===== config.mk =====
export PLATFORM = sky130hd
export DESIGN_NAME = irq_prio_vector
export DESIGN_NICKNAME = d
export VERILOG_FILES = /design/src/logic/irq_prio_pkg.sv /design/src/logic/irq_prio_vector.sv
export SDC_FILE = /design/constraint.sdc
export NUM_CORES = 1
export LEC_CHECK = 0
export BUFFER_PORTS_ARGS = -buffer_cell sky130_fd_sc_hd__buf_2
export CAP_MARGIN = 20
export CORE_UTILIZATION = 46
export CTS_CLUSTER_SIZE = 10
export DETAILED_ROUTE_END_ITERATION = 8
export PLACE_DENSITY = 0.88
export SYNTH_ARGS = -nofsm -noshare
export SYNTH_HDL_FRONTEND = slang
export SYNTH_SLANG_ARGS = --single-unit

===== constraint.sdc =====
create_clock -name pclk -period 4.3 [get_ports pclk]
set_input_delay 0.86 -clock pclk [delete_from_list [all_inputs] [get_ports pclk]]
set_output_delay 0.86 -clock pclk [all_outputs]
set_load 0.05 [all_outputs]

===== src/logic/irq_prio_pkg.sv =====
// constants, types and register map for the interrupt priority and vectoring block
// assumes an apb master on pclk and a cpu core that samples the vector outputs
package irq_prio_pkg;

    // --------------------------------------------------------------------
    // register map (byte addresses)
    // --------------------------------------------------------------------
    localparam logic [7:0] prio_misc_addr = 8'h00;
    localparam logic [7:0] status_addr    = 8'h04;
    localparam logic [7:0] vector_addr    = 8'h08;

    localparam logic [3:0] psel_reset     = 4'h5;
    localparam int         boot_bit       = 7;
    localparam int         special_mode_bit = 6;
    localparam int         mode_a_bit       = 5;
    localparam int         irv_bit        = 4;

    localparam int         n_maskable     = 15;

    // --------------------------------------------------------------------
    // vectors
    // --------------------------------------------------------------------
    localparam logic [15:0] vec_serial     = 16'hffd6;
    localparam logic [15:0] vec_spi        = 16'hffd8;
    localparam logic [15:0] vec_pa_edge    = 16'hffda;
    localparam logic [15:0] vec_pa_ovf     = 16'hffdc;
    localparam logic [15:0] vec_tovf       = 16'hffde;
    localparam logic [15:0] vec_ic4oc5     = 16'hffe0;
    localparam logic [15:0] vec_oc4        = 16'hffe2;
    localparam logic [15:0] vec_oc3        = 16'hffe4;
    localparam logic [15:0] vec_oc2        = 16'hffe6;
    localparam logic [15:0] vec_oc1        = 16'hffe8;
    localparam logic [15:0] vec_ic3        = 16'hffea;
    localparam logic [15:0] vec_ic2        = 16'hffec;
    localparam logic [15:0] vec_ic1        = 16'hffee;
    localparam logic [15:0] vec_rti        = 16'hfff0;
    localparam logic [15:0] vec_irq        = 16'hfff2;
    localparam logic [15:0] vec_xpin       = 16'hfff4;
    localparam logic [15:0] vec_swtrap     = 16'hfff6;
    localparam logic [15:0] vec_illegal    = 16'hfff8;
    localparam logic [15:0] vec_watchdog   = 16'hfffa;
    localparam logic [15:0] vec_clkmon     = 16'hfffc;
    localparam logic [15:0] vec_reset      = 16'hfffe;

    // maskable sources in default order, index 0 highest
    typedef enum logic [3:0] {
        src_irq, src_rti, src_ic1, src_ic2, src_ic3, src_oc1, src_oc2, src_oc3, src_oc4,
        src_ic4oc5, src_tovf, src_pa_ovf, src_pa_edge, src_spi, src_serial
    } mask_src_t;

    // serial requests and their enables
    typedef struct packed {
        logic tx_complete;
        logic tx_empty;
        logic idle_line;
        logic rx_overrun;
        logic rx_full;
    } serial_req_t;

    typedef struct packed {
        logic tx_complete_enable;
        logic tx_empty_enable;
        logic idle_line_enable;
        logic rx_event_enable;
    } serial_en_t;

    // non-maskable causes and traps
    typedef struct packed {
        logic reset_req;
        logic clock_fail;
        logic watchdog_timeout;
        logic nonmaskable_pin_interrupt;
        logic illegal_opcode;
        logic software_trap;
    } nmi_req_t;

    typedef struct packed {
        logic        valid;
        logic        is_xpin;
        logic [15:0] addr;
    } vector_t;

endpackage : irq_prio_pkg


===== src/logic/irq_prio_vector.sv =====
// interrupt priority resolver and vector generator with apb register slave
// assumes peripherals present level requests already qualified by their own flags
//
// Added by the designer: the placing of the registers and the APB interface to the registers.
`timescale 1ns/1ns
module irq_prio_vector
    import irq_prio_pkg::*;
(
    input  wire logic                   pclk,
    input  wire logic                   presetn,
    input  wire logic                   psel,
    input  wire logic                   penable,
    input  wire logic                   pwrite,
    input  wire logic [7:0]             paddr,
    input  wire logic [31:0]            pwdata,
    output logic                        pready,
    output logic [31:0]                 prdata,
    output logic                        pslverr,
    input  wire logic                   first_mode_pin,
    input  wire logic                   second_mode_pin,
    input  wire logic                   irq_pin_n,
    input  wire logic [n_maskable-2:0]  periph_req,
    input  wire logic [n_maskable-2:0]  periph_enable,
    input  wire serial_req_t            serial_req,
    input  wire serial_en_t             serial_en,
    input  wire nmi_req_t               nmi_req,
    input  wire logic                   watchdog_disable,
    input  wire logic                   clock_monitor_enable,
    input  wire logic                   i_mask,
    input  wire logic                   x_mask,
    input  wire logic                   instr_done,
    input  wire logic                   cc_stacked,
    input  wire logic                   fetch_done,
    output logic                        set_i_mask,
    output logic                        set_x_mask,
    output vector_t                     vector_out,
    output logic                        read_visibility_enable,
    output logic                        irq_edge_mode
);

    // --------------------------------------------------------------------
    // registers
    // --------------------------------------------------------------------
    logic [3:0]  psel_reg;
    logic        boot_reg;
    logic        special_mode_reg;
    logic        mode_a_reg;
    logic        irv_reg;
    logic        strap_done_reg;
    vector_t     vec_reg;
    vector_t     vec_next;
    logic        hold_reg;

    logic        wr_en;
    logic        rd_en;
    logic        hit;
    logic [7:0]  misc_val;

    // the edge option lives elsewhere; this block always reports level mode
    assign irq_edge_mode          = 1'b0;
    assign read_visibility_enable = irv_reg;

    // --------------------------------------------------------------------
    // apb slave
    // --------------------------------------------------------------------
    assign pready  = 1'b1;
    assign hit     = (paddr == prio_misc_addr) || (paddr == status_addr) || (paddr == vector_addr);
    assign wr_en   = psel && penable && pwrite;
    assign rd_en   = psel && penable && !pwrite;
    assign pslverr = psel && penable && !hit;
    assign misc_val = {boot_reg & special_mode_reg, special_mode_reg, mode_a_reg, irv_reg, psel_reg};

    always_ff @(posedge pclk or negedge presetn) begin
        if (!presetn) begin
            prdata <= 32'h0;
        end else if (psel && !penable && !pwrite) begin
            case (paddr)
                prio_misc_addr: prdata <= {24'h0, misc_val};
                status_addr:    prdata <= {30'h0, x_mask, i_mask};
                vector_addr:    prdata <= {14'h0, vec_reg.valid, vec_reg.is_xpin, vec_reg.addr};
                default:        prdata <= 32'h0;
            endcase
        end
    end

    // select field only while maskable interrupts are inhibited
    always_ff @(posedge pclk or negedge presetn) begin
        if (!presetn) begin
            psel_reg <= psel_reset;
        end else if (wr_en && paddr == prio_misc_addr && i_mask) begin
            psel_reg <= pwdata[3:0];
        end
    end

    // mode bits are caught by the first clocked edge after reset release
    always_ff @(posedge pclk or negedge presetn) begin
        if (!presetn) begin
            strap_done_reg   <= 1'b0;
            special_mode_reg <= 1'b0;
            mode_a_reg       <= 1'b0;
            boot_reg         <= 1'b0;
            irv_reg          <= 1'b0;
        end else if (!strap_done_reg) begin
            strap_done_reg   <= 1'b1;
            special_mode_reg <= !second_mode_pin;
            mode_a_reg       <= first_mode_pin;
            boot_reg         <= !second_mode_pin;
            irv_reg          <= !second_mode_pin;
        end else if (wr_en && paddr == prio_misc_addr) begin
            irv_reg  <= pwdata[irv_bit];
            boot_reg <= special_mode_reg ? pwdata[boot_bit] : 1'b0;
        end else if (!special_mode_reg) begin
            boot_reg <= 1'b0;
        end
    end

    // --------------------------------------------------------------------
    // arbitration
    // --------------------------------------------------------------------
    // select code to the source it promotes
    function automatic mask_src_t promoted(input logic [3:0] code);
        case (code)
            4'h0:    promoted = src_tovf;
            4'h1:    promoted = src_pa_ovf;
            4'h2:    promoted = src_pa_edge;
            4'h3:    promoted = src_spi;
            4'h4:    promoted = src_serial;
            4'h5:    promoted = src_irq;
            4'h6:    promoted = src_irq;
            4'h7:    promoted = src_rti;
            4'h8:    promoted = src_ic1;
            4'h9:    promoted = src_ic2;
            4'ha:    promoted = src_ic3;
            4'hb:    promoted = src_oc1;
            4'hc:    promoted = src_oc2;
            4'hd:    promoted = src_oc3;
            4'he:    promoted = src_oc4;
            default: promoted = src_ic4oc5;
        endcase
    endfunction : promoted

    function automatic logic [15:0] mask_vector(input mask_src_t s);
        case (s)
            src_irq:     mask_vector = vec_irq;
            src_rti:     mask_vector = vec_rti;
            src_ic1:     mask_vector = vec_ic1;
            src_ic2:     mask_vector = vec_ic2;
            src_ic3:     mask_vector = vec_ic3;
            src_oc1:     mask_vector = vec_oc1;
            src_oc2:     mask_vector = vec_oc2;
            src_oc3:     mask_vector = vec_oc3;
            src_oc4:     mask_vector = vec_oc4;
            src_ic4oc5:  mask_vector = vec_ic4oc5;
            src_tovf:    mask_vector = vec_tovf;
            src_pa_ovf:  mask_vector = vec_pa_ovf;
            src_pa_edge: mask_vector = vec_pa_edge;
            src_spi:     mask_vector = vec_spi;
            default:     mask_vector = vec_serial;
        endcase
    endfunction : mask_vector

    logic [n_maskable-1:0] mreq;
    logic                  serial_any;
    mask_src_t             prom;

    always_comb begin
        serial_any = (serial_req.tx_complete && serial_en.tx_complete_enable)
                   || (serial_req.tx_empty && serial_en.tx_empty_enable)
                   || (serial_req.idle_line && serial_en.idle_line_enable)
                   || ((serial_req.rx_overrun || serial_req.rx_full) && serial_en.rx_event_enable);
        // irq pin has no local enable and is active low level
        mreq = {serial_any, periph_req[n_maskable-2:1] & periph_enable[n_maskable-2:1], !irq_pin_n};
        prom = promoted(psel_reg);
    end

    always_comb begin
        vec_next = '0;
        if (nmi_req.reset_req) begin
            vec_next = '{1'b1, 1'b0, vec_reset};
        end else if (nmi_req.clock_fail && clock_monitor_enable) begin
            vec_next = '{1'b1, 1'b0, vec_clkmon};
        end else if (nmi_req.watchdog_timeout && !watchdog_disable) begin
            vec_next = '{1'b1, 1'b0, vec_watchdog};
        end else if (nmi_req.nonmaskable_pin_interrupt && !x_mask) begin
            vec_next = '{1'b1, 1'b1, vec_xpin};
        end else if (nmi_req.illegal_opcode) begin
            vec_next = '{1'b1, 1'b0, vec_illegal};
        end else if (nmi_req.software_trap) begin
            vec_next = '{1'b1, 1'b0, vec_swtrap};
        end else if (!i_mask) begin
            if (mreq[prom]) begin
                vec_next = '{1'b1, 1'b0, mask_vector(prom)};
            end else begin
                for (int k = n_maskable - 1; k >= 0; k--) begin
                    if (mreq[k]) begin
                        vec_next = '{1'b1, 1'b0, mask_vector(mask_src_t'(k[3:0]))};
                    end
                end
            end
        end
    end

    // --------------------------------------------------------------------
    // vector hand-over to the core
    // --------------------------------------------------------------------
    // the vector freezes from instruction completion until the fetch ends, so a
    // late higher request cannot tear the two vector bytes apart
    always_ff @(posedge pclk or negedge presetn) begin
        if (!presetn) begin
            hold_reg <= 1'b0;
            vec_reg  <= '0;
        end else if (hold_reg) begin
            if (fetch_done) begin
                hold_reg <= 1'b0;
            end
        end else if (instr_done && vec_next.valid) begin
            hold_reg <= 1'b1;
            vec_reg  <= vec_next;
        end else begin
            vec_reg  <= vec_next;
        end
    end

    assign vector_out = vec_reg;

    always_ff @(posedge pclk or negedge presetn) begin
        if (!presetn) begin
            set_i_mask <= 1'b0;
            set_x_mask <= 1'b0;
        end else begin
            set_i_mask <= hold_reg && cc_stacked;
            set_x_mask <= hold_reg && cc_stacked && vec_reg.is_xpin;
        end
    end

endmodule : irq_prio_vector


; Word level (Yosys, flattened, before mapping)
; Memory sizes are Yosys's and may differ from the RTL's.
; Cells that the tools add are included.
[word_totals]
ff_bits = 62
rom_bits = 144
input_bits = 98
output_inout_bits = 56
word_cells = 88
n_memories = 2
[op_classes]
order_cmp = 1
eq_ne = 4
muxes = 35
bitwise_logic = 2
n_reduce_logical = 31
[memory_table]
columns = name, words, width, read_ports, rd_clocked_by_memory_dff, write_ports, line
row1 = (name not given), 16, 5, 1, 0, 0, irq_prio_vector.sv:143  ; case (s)
row2 = (name not given), 16, 4, 1, 0, 0, irq_prio_vector.sv:122  ; case (code)
[op_table]
columns = cell, count
row1 = $mux W18, 23
row2 = $pmux W18 S3, 1
row3 = $logic_and A1 B1 Y1, 17
row4 = $and A13 B13 Y13, 1
row5 = $mux W1, 10
row6 = $eq A8 B3 Y1 const B, 1
row7 = $eq A8 B4 Y1 const B, 1
row8 = $logic_not A8 Y1, 1
row9 = $logic_not A1 Y1, 7
row10 = $logic_or A1 B1 Y1, 6
row11 = $lt A4 B5 Y1 const B, 1
row12 = $bmux W1 S4, 1
row13 = $ne A3 B2 Y1 const B, 1
row14 = $ne A2 B1 Y1 const B, 1
row15 = $and A1 B1 Y1, 1

; Depth between registers and ports, before layout
; Gate-level depths: netlist of run 1.
[depth]
ltp_word = 30
depth_mapped = 9
ltp_nobuf = 8

; Least setup slack after synthesis of run 1
; Ideal clock, no wire load.
[synth_timing]
kind = in2reg
start = input serial_req[4] (netlist bit)
end = register vec_reg, in the netlist vector_out[2]
setup_ps = 82
arrival_time_ps = 2779
t_required_ps = 4218
slack_ps = 1439
path_stages = 7
n_path_buf = 1
cell_sequence = a222oi_1 a21boi_1 or4_4 and3_4 buf_6 or4_1 a31oi_1
[synth_between]
elab_chain_cells = 27
word_cells_on_any_way = 29
classes_between = mux: 25 / reduce/logical: 4
[synth_rtl]
columns = item, line
row1 = start: declaration, irq_prio_vector.sv:24  ; input wire serial_req_t serial_req,
row2 = $logic_and A1 B1 Y1 *, irq_prio_vector.sv:167  ; serial_any = (serial_req.tx_complete && serial_en.tx_complete_enable)
row3 = $logic_or A1 B1 Y1 *, irq_prio_vector.sv:168  ; || (serial_req.tx_empty && serial_en.tx_empty_enable)
row4 = $logic_or A1 B1 Y1 *, irq_prio_vector.sv:169  ; || (serial_req.idle_line && serial_en.idle_line_enable)
row5 = $logic_or A1 B1 Y1 *, irq_prio_vector.sv:170  ; || ((serial_req.rx_overrun || serial_req.rx_full) && serial_en.rx_event_enable);
row6 = $mux W18 (15 in series), irq_prio_vector.sv:195  ; if (mreq[k]) begin
row7 = $mux W18 *, irq_prio_vector.sv:191  ; if (mreq[prom]) begin
row8 = $mux W18 *, irq_prio_vector.sv:190  ; end else if (!i_mask) begin
row9 = $mux W18 *, irq_prio_vector.sv:188  ; end else if (nmi_req.software_trap) begin
row10 = $mux W18 *, irq_prio_vector.sv:186  ; end else if (nmi_req.illegal_opcode) begin
row11 = $mux W18 *, irq_prio_vector.sv:184  ; end else if (nmi_req.nonmaskable_pin_interrupt && !x_mask) begin
row12 = $mux W18 *, irq_prio_vector.sv:182  ; end else if (nmi_req.watchdog_timeout && !watchdog_disable) begin
row13 = $mux W18 *, irq_prio_vector.sv:180  ; end else if (nmi_req.clock_fail && clock_monitor_enable) begin
row14 = $mux W18 *, irq_prio_vector.sv:178  ; if (nmi_req.reset_req) begin
row15 = end signal: assignment, irq_prio_vector.sv:218  ; vec_reg <= vec_next;
row16 = end signal: assignment, irq_prio_vector.sv:220  ; vec_reg <= vec_next;
row17 = end: declaration, irq_prio_vector.sv:50  ; vector_t vec_reg;
; Every way passes the cells marked *; elsewhere a longest branch is shown, timed or not. The select of a mux whose other input is x is not followed.
; A chain may end at the register's enable or synchronous reset.

; Worst setup path after layout of run 1
[layout_timing]
start = register psel_reg[1]
end = register vec_reg, in the netlist vector_out[2]
[layout_between]
elab_chain_cells = 11
word_cells_on_any_way = 12
classes_between = mux: 10 / memory: 2
[layout_rtl]
columns = item, line
row1 = start: declaration, irq_prio_vector.sv:44  ; logic [3:0] psel_reg;
row2 = start signal: assignment, irq_prio_vector.sv:89  ; psel_reg <= psel_reset;
row3 = start signal: assignment, irq_prio_vector.sv:91  ; psel_reg <= pwdata[3:0];
row4 = $mem_v2 Z16 W4 *, n/a
row5 = $bmux W1 S4, irq_prio_vector.sv:191
row6 = $mux W1 (not written as such), irq_prio_vector.sv:191
row7 = $mux W18 *, irq_prio_vector.sv:191
row8 = $mux W18 *, irq_prio_vector.sv:190
row9 = $mux W18 *, irq_prio_vector.sv:188
row10 = $mux W18 *, irq_prio_vector.sv:186
row11 = $mux W18 *, irq_prio_vector.sv:184
row12 = $mux W18 *, irq_prio_vector.sv:182
row13 = $mux W18 *, irq_prio_vector.sv:180
row14 = $mux W18 *, irq_prio_vector.sv:178
; Marked as above.

==> flow_metrics.py, run 1 <==
metrics = {
    "run_status": {
        "status": "finished clean",
    },
    "critical_path": {
        "crit_start": "psel_reg[1]",
        "critical_path_class": "reg -> reg",
        "r2r_setup_slack_ns": 1.46,
        "reg2reg_depth": 7,
        "critPathMaxFanout": 19,
        "start_kind": "flip-flop",
        "worstReg2RegStart": "psel_reg[1]",
        "r2r-end": "vector_out[2]",
        "critical-path-top-delay-family": "simple AND/OR/NAND/NOR gates",
        "required_ns": 4.50,
        "critPathBufInv": 0,
        "crit_chain": "ha_1, nand2b_1, o31ai_1, or4_4, and3_4, or4_1, a31oi_1",
        "crit_arrival_ns": 3.04,
        "max_stage_delay_ns": 0.59,
        "end_kind": "flip-flop",
        "worst_path_max_delay_cell": "dfrtp_1",
    },
    "power_and_ir_drop": {
        "p_comb_frac": 0.288,
        "pwr-share-clk": 0.320,
        "switching_power_uw": 269,
        "finalPower_uw": 769,
        "power_switching_share": 0.350,
        "p_leak_uw": 0.00140,
        "vdd.ir_drop.worst_v": 0.000151,
        "p_seq_frac": 0.393,
        "power.internal_uw": 499,
        "cellPowerDensity_mw_per_mm2": 275,
    },
    "clocking": {
        "h-tree-depth": 2,
        "clock_sinks": 29,
        "path_clk_slew_ns": 0.06,
        "cts_resized": 0,
        "clk_latency_ns": 0.28,
        "cts_root_buf": "clkbuf_8",
        "cts_made_buffers": 5,
        "post_cts_buffers": 0,
        "cts_buffer_depth": 2,
        "hold_buffers": 0,
        "cts_tree": "built",
    },
    "synthesis": {
        "synthFlopType": "dfrtp_1",
        "avgSynthCellArea_um2": 8.21,
        "ys_types": 56,
        "synthTopCellsByCount": "nand2_1, buf_4, dfrtp_1, nor2_1",
        "synth_most_common_cell": "nand2_1",
        "synthTopCellsByArea": "dfrtp_1, buf_4, nand2_1, mux2i_1, nor2_1",
        "yosys.area.top_type": "dfrtp_1",
        "yosysTopAreaCellShare": 0.292,
        "synth_area_mm2": 0.00231,
        "synth_cells": 282,
        "synth-seq-cells": 29,
        "async_reset_ff_frac": 1.00,
        "synth_edf_count": 0,
        "ys_seq_area_frac": 0.315,
        "yosys_warnings": 0,
    },
    "global_routing": {
        "antenna_found_initial": 0,
        "grt_pass1_wl_um": 9200,
        "track_usage": 0.223,
        "grt_max_degree": 30,
        "grt_pass1_vias": 2104,
        "gr-total-overflow": 0,
    },
    "final_layout": {
        "drive_gt1_frac": 0.349,
        "layout.nets": 469,
        "largest_reg_flops": 10,
        "area_delta_synth_final_pct": 20.6,
        "num_antenna_cells": 0,
    },
    "die": {
        "die-area_mm2": 0.00532,
        "core_area_mm2": 0.00479,
        "io_pins": 154,
        "die_width_um": 72.9,
        "std_cell_rows": 25,
        "initial_core_util": 0.484,
        "die-height_um": 72.9,
    },
    "placement": {
        "dp_hpwl_um": 4750,
        "gp_congestion": 0.902,
        "io_buffers": 108,
    },
    "routing": {
        "vias_per_cell": 5.27,
        "finalWirelength_um": 5820,
        "drc": 0,
        "drtAntennaViolNets": 0,
        "dr.pass1.iters": 5,
        "vias": 2304,
        "drt-initial-drc-count": 146,
        "wl_per_cell_um": 13.3,
    },
    "timing": {
        "setup_viol": 0,
        "final-hold-violation-count": 0,
        "max_slew_margin": 0.509,
        "finalCritPeriodShare": 0.662,
        "slew_viol_final": 0,
        "tns_ns": 0,
        "rsz0062_at_grt": "no",
        "clock_skew_ns": 0.00444,
        "timing.final.crit_period_ns": 2.84,
        "max_clock_freq_mhz": 351,
        "tightestPinTransition_ns": 0.730,
    },
    "run": {
        "cap_viol_max_count": 0,
    },
    "hold_path": {
        "hold_class": "reg -> reg",
        "holdPathStages": 2,
        "whs_endpoint": "prdata[6]",
        "min-delay-start": "prdata[6]",
    },
}
## worst max path at each step
stage	end	depth (start not counted)
global placement	vector_out[2]	7
finish	vector_out[2]	7
CTS	vector_out[2]	7
detailed placement	vector_out[2]	7
global route	vector_out[2]	7
floorplan	vector_out[2]	7
## metrics by stage
step | instance area, um2 | hold slack [ns] | utilization | cells | setup WS (ns)
finish | 2790 | 0.474 | 0.583 | 437 | 1.46
global route | 2790 | 0.493 | 0.583 | 437 | 1.28
CTS | 2790 | 0.479 | 0.583 | 437 | 1.46
detailed placement | 2690 | 0.458 | 0.562 | 429 | 1.28
global placement | 2690 | 0.454 | 0.562 | 429 | 1.30
floorplan | 2370 | 0.479 | - | 298 | 1.44
## area by class of cell
| type | instances | area [um2] |
|---|---|---|
| well taps | 67 | 83.8 |
| clock inverters | 1 | 5.00 |
| flip-flops and latches | 29 | 728 |
| inverters | 8 | 30.0 |
| clock buffers | 7 | 96.3 |
| repair buffers | 108 | 541 |
| fillers | 459 | 1990 |
| multi-input cells | 217 | 1310 |
## cells by family (layout without fill, tap and decap cells)
kind of cell               Yosys count  after routing  share of synthesized area
AOI/OAI and AO/OA                   70             70                      0.212
adders and majority gates            2              2                     0.0108
buffers and inverters               52            124                      0.146
other                                2             18                    0.00324
muxes                               14             14                     0.0638
DFF                                 29             29                      0.315
and+or+nand+nor                    113            113                      0.249
## cells in the final DEF (no fill, tap or decap), types with 4 or more instances in the layout
cell	count
buf_2	108
nand2_1	41
dfrtp_1	27
nor2_1	20
conb_1	18
o31ai_1	10
a21oi_1	10
nand3_1	9
o21ai_0	9
inv_1	8
mux2i_1	8
clkbuf_8	7
nand2b_1	6
o22ai_1	6
a31oi_1	6
mux2_2	6
nor2b_1	5
and2_1	5
nor4_1	4
a22o_1	4
o211ai_1	4
## metal layers
metal	vias to the layer above	track usage	wire length [um]
met1	1048	0.280	2490
met5	-	0	0
met4	0	0.0545	58
met2	109	0.391	2890
met3	6	0.0483	383
li1	1141	-	-
## worst min-delay path, delay by kind of cell (launching register included)
kind	cells	cell delay, ns
compound gates	1	0.06
flops	1	0.34
simple gates	1	0.05
## power by group through the flow
stage	Combinational, uW	Clock, uW	Sequential, uW
2_1_floorplan	134	0	335
3_3_place_gp	217	0	306
3_5_place_dp	220	0	307
4_1_cts	221	255	302
5_1_grt	239	267	304
6_report	221	246	302
No activity file was read; power rests on OpenSTA's default activity.
==> run 2: changes to the inputs <==
--- a/config.mk
+++ b/config.mk
@@ -7,10 +7,10 @@
 export LEC_CHECK = 0
 export BUFFER_PORTS_ARGS = -buffer_cell sky130_fd_sc_hd__buf_2
 export CAP_MARGIN = 20
-export CORE_UTILIZATION = 46
+export CORE_UTILIZATION = 43
 export CTS_CLUSTER_SIZE = 10
 export DETAILED_ROUTE_END_ITERATION = 8
-export PLACE_DENSITY = 0.88
+export PLACE_DENSITY = 0.83
 export SYNTH_ARGS = -nofsm -noshare
 export SYNTH_HDL_FRONTEND = slang
 export SYNTH_SLANG_ARGS = --single-unit
==> constraint.sdc (replaced) <==
create_clock -name pclk -period 2.65 [get_ports pclk]
set_input_delay 0.53 -clock pclk [delete_from_list [all_inputs] [get_ports pclk]]
set_output_delay 0.53 -clock pclk [all_outputs]
set_load 0.05 [all_outputs]
==> flow_metrics.py, run 2 (same netlist as run 1, synthesis figures left out) <==
metrics = {
    "clocking": {
        "cts_tree": "built",
        "clock_sinks": 29,
        "cts_root_buf": "clkbuf_8",
        "cts_made_buffers": 5,
        "path_clk_slew_ns": 0.07,
        "cts_buffer_depth": 2,
        "clk_latency_ns": 0.28,
        "cts_resized": 0,
        "h-tree-depth": 2,
    },
    "die": {
        "std_cell_rows": 26,
        "die_width_um": 75.4,
        "die-area_mm2": 0.00568,
        "initial_core_util": 0.450,
        "io_pins": 154,
        "die-height_um": 75.4,
        "core_area_mm2": 0.00514,
    },
    "final_layout": {
        "layout_commonest_cell": "buf_2",
        "num_antenna_cells": 0,
        "layout.nets": 476,
        "layout_common_cells": "buf_2, nand2_1, dfrtp_1",
        "final_area_mm2": 0.00283,
        "largest_reg_flops": 10,
        "area_delta_synth_final_pct": 22.4,
        "drive_gt1_frac": 0.361,
    },
    "placement": {
        "pre_cts_ws_ns": 0.00544,
        "dp_hpwl_um": 4760,
        "placed_area_mm2": 0.00273,
        "io_buffers": 108,
        "gp_congestion": 0.891,
    },
    "routing": {
        "wl_met2_um": 2770,
        "vias": 2376,
        "finalWirelength_um": 5850,
        "drt-initial-drc-count": 127,
        "top_layer": "met4",
        "wl_per_cell_um": 13.1,
        "drc": 0,
        "drtAntennaViolNets": 0,
        "dr.pass1.iters": 4,
        "vias_per_cell": 5.32,
        "wl_met3_um": 430,
        "wirelength_met1_um": 2610,
    },
    "timing": {
        "final-hold-violation-count": 0,
        "worst_slack_ns": 0.122,
        "slew_viol_final": 0,
        "max_clock_freq_mhz": 395,
        "finalCritPeriodShare": 0.954,
        "timing.final.crit_period_ns": 2.53,
        "setup_viol": 0,
        "clock_skew_ns": 0.00849,
        "rsz0062_at_grt": "no",
        "tns_ns": 0,
        "max_slew_margin": 0.571,
        "tightestPinTransition_ns": 0.643,
    },
    "critical_path": {
        "required_ns": 2.86,
        "start_kind": "flip-flop",
        "end_kind": "flip-flop",
        "critical_path_class": "reg -> reg",
        "critPathMaxFanout": 7,
        "worst_path_max_delay_cell": "dfstp_2",
        "max_stage_delay_ns": 0.58,
        "crit_arrival_ns": 2.73,
        "crit_chain": "ha_1, nand2b_1, o31ai_1, or4_4, and3_4, or4_1, a31oi_1",
    },
    "power_and_ir_drop": {
        "finalPower_uw": 1210,
        "p_leak_uw": 0.00143,
        "vdd.ir_drop.worst_v": 0.000217,
        "cellPowerDensity_mw_per_mm2": 425,
    },
    "run_status": {
        "status": "finished clean",
    },
    "global_routing": {
        "track_usage": 0.207,
        "grt_max_degree": 30,
        "grt_pass1_vias": 2002,
        "antenna_found_initial": 0,
        "gr-total-overflow": 0,
        "grt_pass1_wl_um": 8940,
    },
    "run": {
        "cap_viol_max_count": 0,
    },
    "hold_path": {
        "hold_class": "in -> async",
    },
}
==> run 2: final timing paths <==
kind	startpoint	depth (start not counted)	slack, ns	endpoint
worst max-delay path	psel_reg[2]	7	0.12	vector_out[2]
worst min register to register	prdata[3]	2	0.47	prdata[3]
max in group asynchronous	presetn	1	1.95	boot_reg
worst max register to register	psel_reg[2]	7	0.12	vector_out[2]
min in group pclk	cc_stacked	2	0.47	set_i_mask
worst min-delay path	presetn	1	0.27	set_i_mask
==> run 2: power by group <==
part           total (uW)  leakage, uW  internal [uW]  switching [uW]
sequential            490     0.000356            466            23.8
clock                 354    0.0000439            181             173
combinational         362      0.00103            112             250
total                1210      0.00143            758             447
==> run 2: per-stage QoR <==
| stage | util | hold WS [ns] | cells |
|---|---|---|---|
| after floorplan | - | 0.234 | 298 |
| after global placement | 0.531 | 0.459 | 437 |
| after detailed placement | 0.531 | 0.462 | 437 |
| after CTS | 0.548 | 0.289 | 445 |
| after global routing | 0.551 | 0.317 | 447 |
| final | 0.551 | 0.269 | 447 |
==> run 2: final cells by class <==
class | count | area, um2
clock buffer | 5 | 68.8
clock inverter | 3 | 17.5
fill | 508 | 2310
inverter | 8 | 30.0
multi-input combinational | 217 | 1310
sequential | 29 | 728
tap | 70 | 87.6
timing repair buffer | 115 | 593
==> run 2: what timing repair did <==
| action | 4_1_cts | 5_1_grt |
|---|---|---|
| endpoints found under the setup margin | 0 | 1 |
| hold buffers | 0 | 0 |
| setup buffers | 0 | 2 |
==> run 2: critical path, delay by kind of cell, from the launching register on <==
kind | cells | cell delay, ns
flip-flops | 1 | 0.58
AO/OA/AOI/OAI | 2 | 0.28
adder cells (fa/ha/maj) | 1 | 0.18
AND/OR/NAND/NOR | 4 | 1.40
==> run 2: routing by layer <==
layer,up-vias,global-route usage
li1,1169,-
met1,1084,0.263
met2,119,0.354
met3,4,0.0529
met4,0,0.0494
met5,-,0
==> run 3: changes to the inputs <==
--- a/config.mk
+++ b/config.mk
@@ -10,7 +10,7 @@
 export CORE_UTILIZATION = 43
 export CTS_CLUSTER_SIZE = 10
 export DETAILED_ROUTE_END_ITERATION = 8
-export PLACE_DENSITY = 0.83
+export PLACE_DENSITY = 0.92
 export SYNTH_ARGS = -nofsm -noshare
 export SYNTH_HDL_FRONTEND = slang
 export SYNTH_SLANG_ARGS = --single-unit
==> flow_metrics.py, run 3 (same netlist as run 1, synthesis figures left out) <==
metrics = {
    "routing": {
        "drt-initial-drc-count": 114,
        "finalWirelength_um": 6080,
        "wl_per_cell_um": 13.7,
        "drc": 0,
        "vias": 2366,
        "wl_met3_um": 471,
        "wirelength_met1_um": 2590,
        "vias_per_cell": 5.32,
        "drtAntennaViolNets": 0,
        "dr.pass1.iters": 4,
        "top_layer": "met4",
        "wl_met2_um": 3010,
    },
    "global_routing": {
        "grt_pass1_wl_um": 9140,
        "grt_max_degree": 30,
        "antenna_found_initial": 0,
        "track_usage": 0.212,
        "gr-total-overflow": 0,
        "grt_pass1_vias": 2026,
    },
    "final_layout": {
        "layout.cells.non_filler": 445,
        "num_antenna_cells": 0,
        "post-route-util": 0.561,
        "drive_gt1_frac": 0.363,
        "largest_reg_flops": 10,
        "area_delta_synth_final_pct": 24.5,
        "final_area_mm2": 0.00288,
        "layout_commonest_cell": "buf_2",
        "layout_common_cells": "buf_2, nand2_1, dfrtp_1",
        "layout.nets": 474,
    },
    "critical_path": {
        "critical_path_class": "reg -> reg",
        "r2r_setup_slack_ns": 0.14,
        "crit_chain": "or2b_1, mux2i_1, o311a_1, or2_1, or4_1, a31oi_1",
        "reg2reg_depth": 6,
        "critical-path-top-delay-family": "simple AND/OR/NAND/NOR gates",
        "start_kind": "flip-flop",
        "required_ns": 2.85,
        "critPathMaxFanout": 7,
        "worstReg2RegStart": "psel_reg[2]",
        "max_stage_delay_ns": 0.61,
        "critPathBufInv": 0,
        "crit_arrival_ns": 2.71,
        "end_kind": "flip-flop",
        "worst_path_max_delay_cell": "dfstp_2",
        "r2r-end": "vector_out[2]",
    },
    "die": {
        "die_width_um": 75.4,
        "core_area_mm2": 0.00514,
        "io_pins": 154,
        "die-height_um": 75.4,
        "die-area_mm2": 0.00568,
        "initial_core_util": 0.450,
        "std_cell_rows": 26,
    },
    "clocking": {
        "path_clk_slew_ns": 0.06,
        "cts_buffer_depth": 2,
        "clock_sinks": 29,
        "cts_root_buf": "clkbuf_8",
        "hold_buffers": 0,
        "cts_tree": "built",
        "h-tree-depth": 2,
        "cts_made_buffers": 5,
        "clk_latency_ns": 0.27,
    },
    "timing": {
        "final-hold-violation-count": 0,
        "timing.final.crit_period_ns": 2.51,
        "tightestPinTransition_ns": 0.669,
        "setup_viol": 0,
        "max_clock_freq_mhz": 399,
        "tns_ns": 0,
        "clock_skew_ns": 0.00422,
        "finalCritPeriodShare": 0.947,
        "slew_viol_final": 0,
        "rsz0062_at_grt": "no",
        "max_slew_margin": 0.554,
    },
    "hold_path": {
        "hold_class": "in -> async",
    },
    "placement": {
        "gp_congestion": 0.895,
        "dp_cells": 436,
        "io_buffers": 108,
        "dp_hpwl_um": 4870,
        "placed_area_mm2": 0.00272,
    },
    "power_and_ir_drop": {
        "p_leak_uw": 0.00144,
        "vdd.ir_drop.worst_v": 0.000271,
        "finalPower_uw": 1400,
        "cellPowerDensity_mw_per_mm2": 484,
    },
    "run": {
        "cap_viol_max_count": 0,
    },
    "run_status": {
        "status": "finished clean",
    },
}
run 3: changes by cell type in the layout (fill, tap and decap cells not counted), sizes merged:
cell	before	now
clkinv	2	1
buf	115	113
clkinvlp	1	0
bufinv	0	2
run 3: worst max path at each step:
stage | start | cells after the start | endpoint | slack (ns)
finish | psel_reg[2] | 6 | vector_out[2] | 0.14
global route | psel_reg[2] | 6 | vector_out[2] | 0.01
CTS | psel_reg[2] | 7 | vector_out[2] | 0.06
detailed placement | serial_req[4] | 7 | vector_out[2] | 0.007
global placement | serial_req[4] | 7 | vector_out[2] | 0.03
floorplan | serial_req[4] | 7 | vector_out[2] | 0.12
run 3: timing repair:
item	in CTS	in global routing
setup buffers	0	1
gates resized for setup	0	2
setup endpoints to repair	0	1
run 3: power by group:
part	internal [uW]	switching, uW
logic	111	251
registers	466	25.6
clock network	373	169
run 3: final cells by class:
cell class,instances,area [um2]
Multi-Input combinational cell,217,1330
Timing Repair Buffer,113,578
Fill cell,496,2260
Clock buffer,5,68.8
Tap cell,70,87.6
Sequential cell,29,728
Inverter,8,30.0
Clock inverter,3,65.1
run 3: routing by layer:
layer | GRT usage | vias to the layer above
met5 | 0 | -
met4 | 0.0453 | 0
met3 | 0.0476 | 4
met2 | 0.372 | 110
met1 | 0.268 | 1096
li1 | - | 1156
run 3: metrics by stage:
stage / worst slack [ns] / hold WS, ns
global route: 0.0142 / 0.319
detailed placement: 0.00668 / 0.462
CTS: 0.0626 / 0.295
global placement: 0.0334 / 0.456
finish: 0.142 / 0.288
floorplan: 0.119 / 0.234
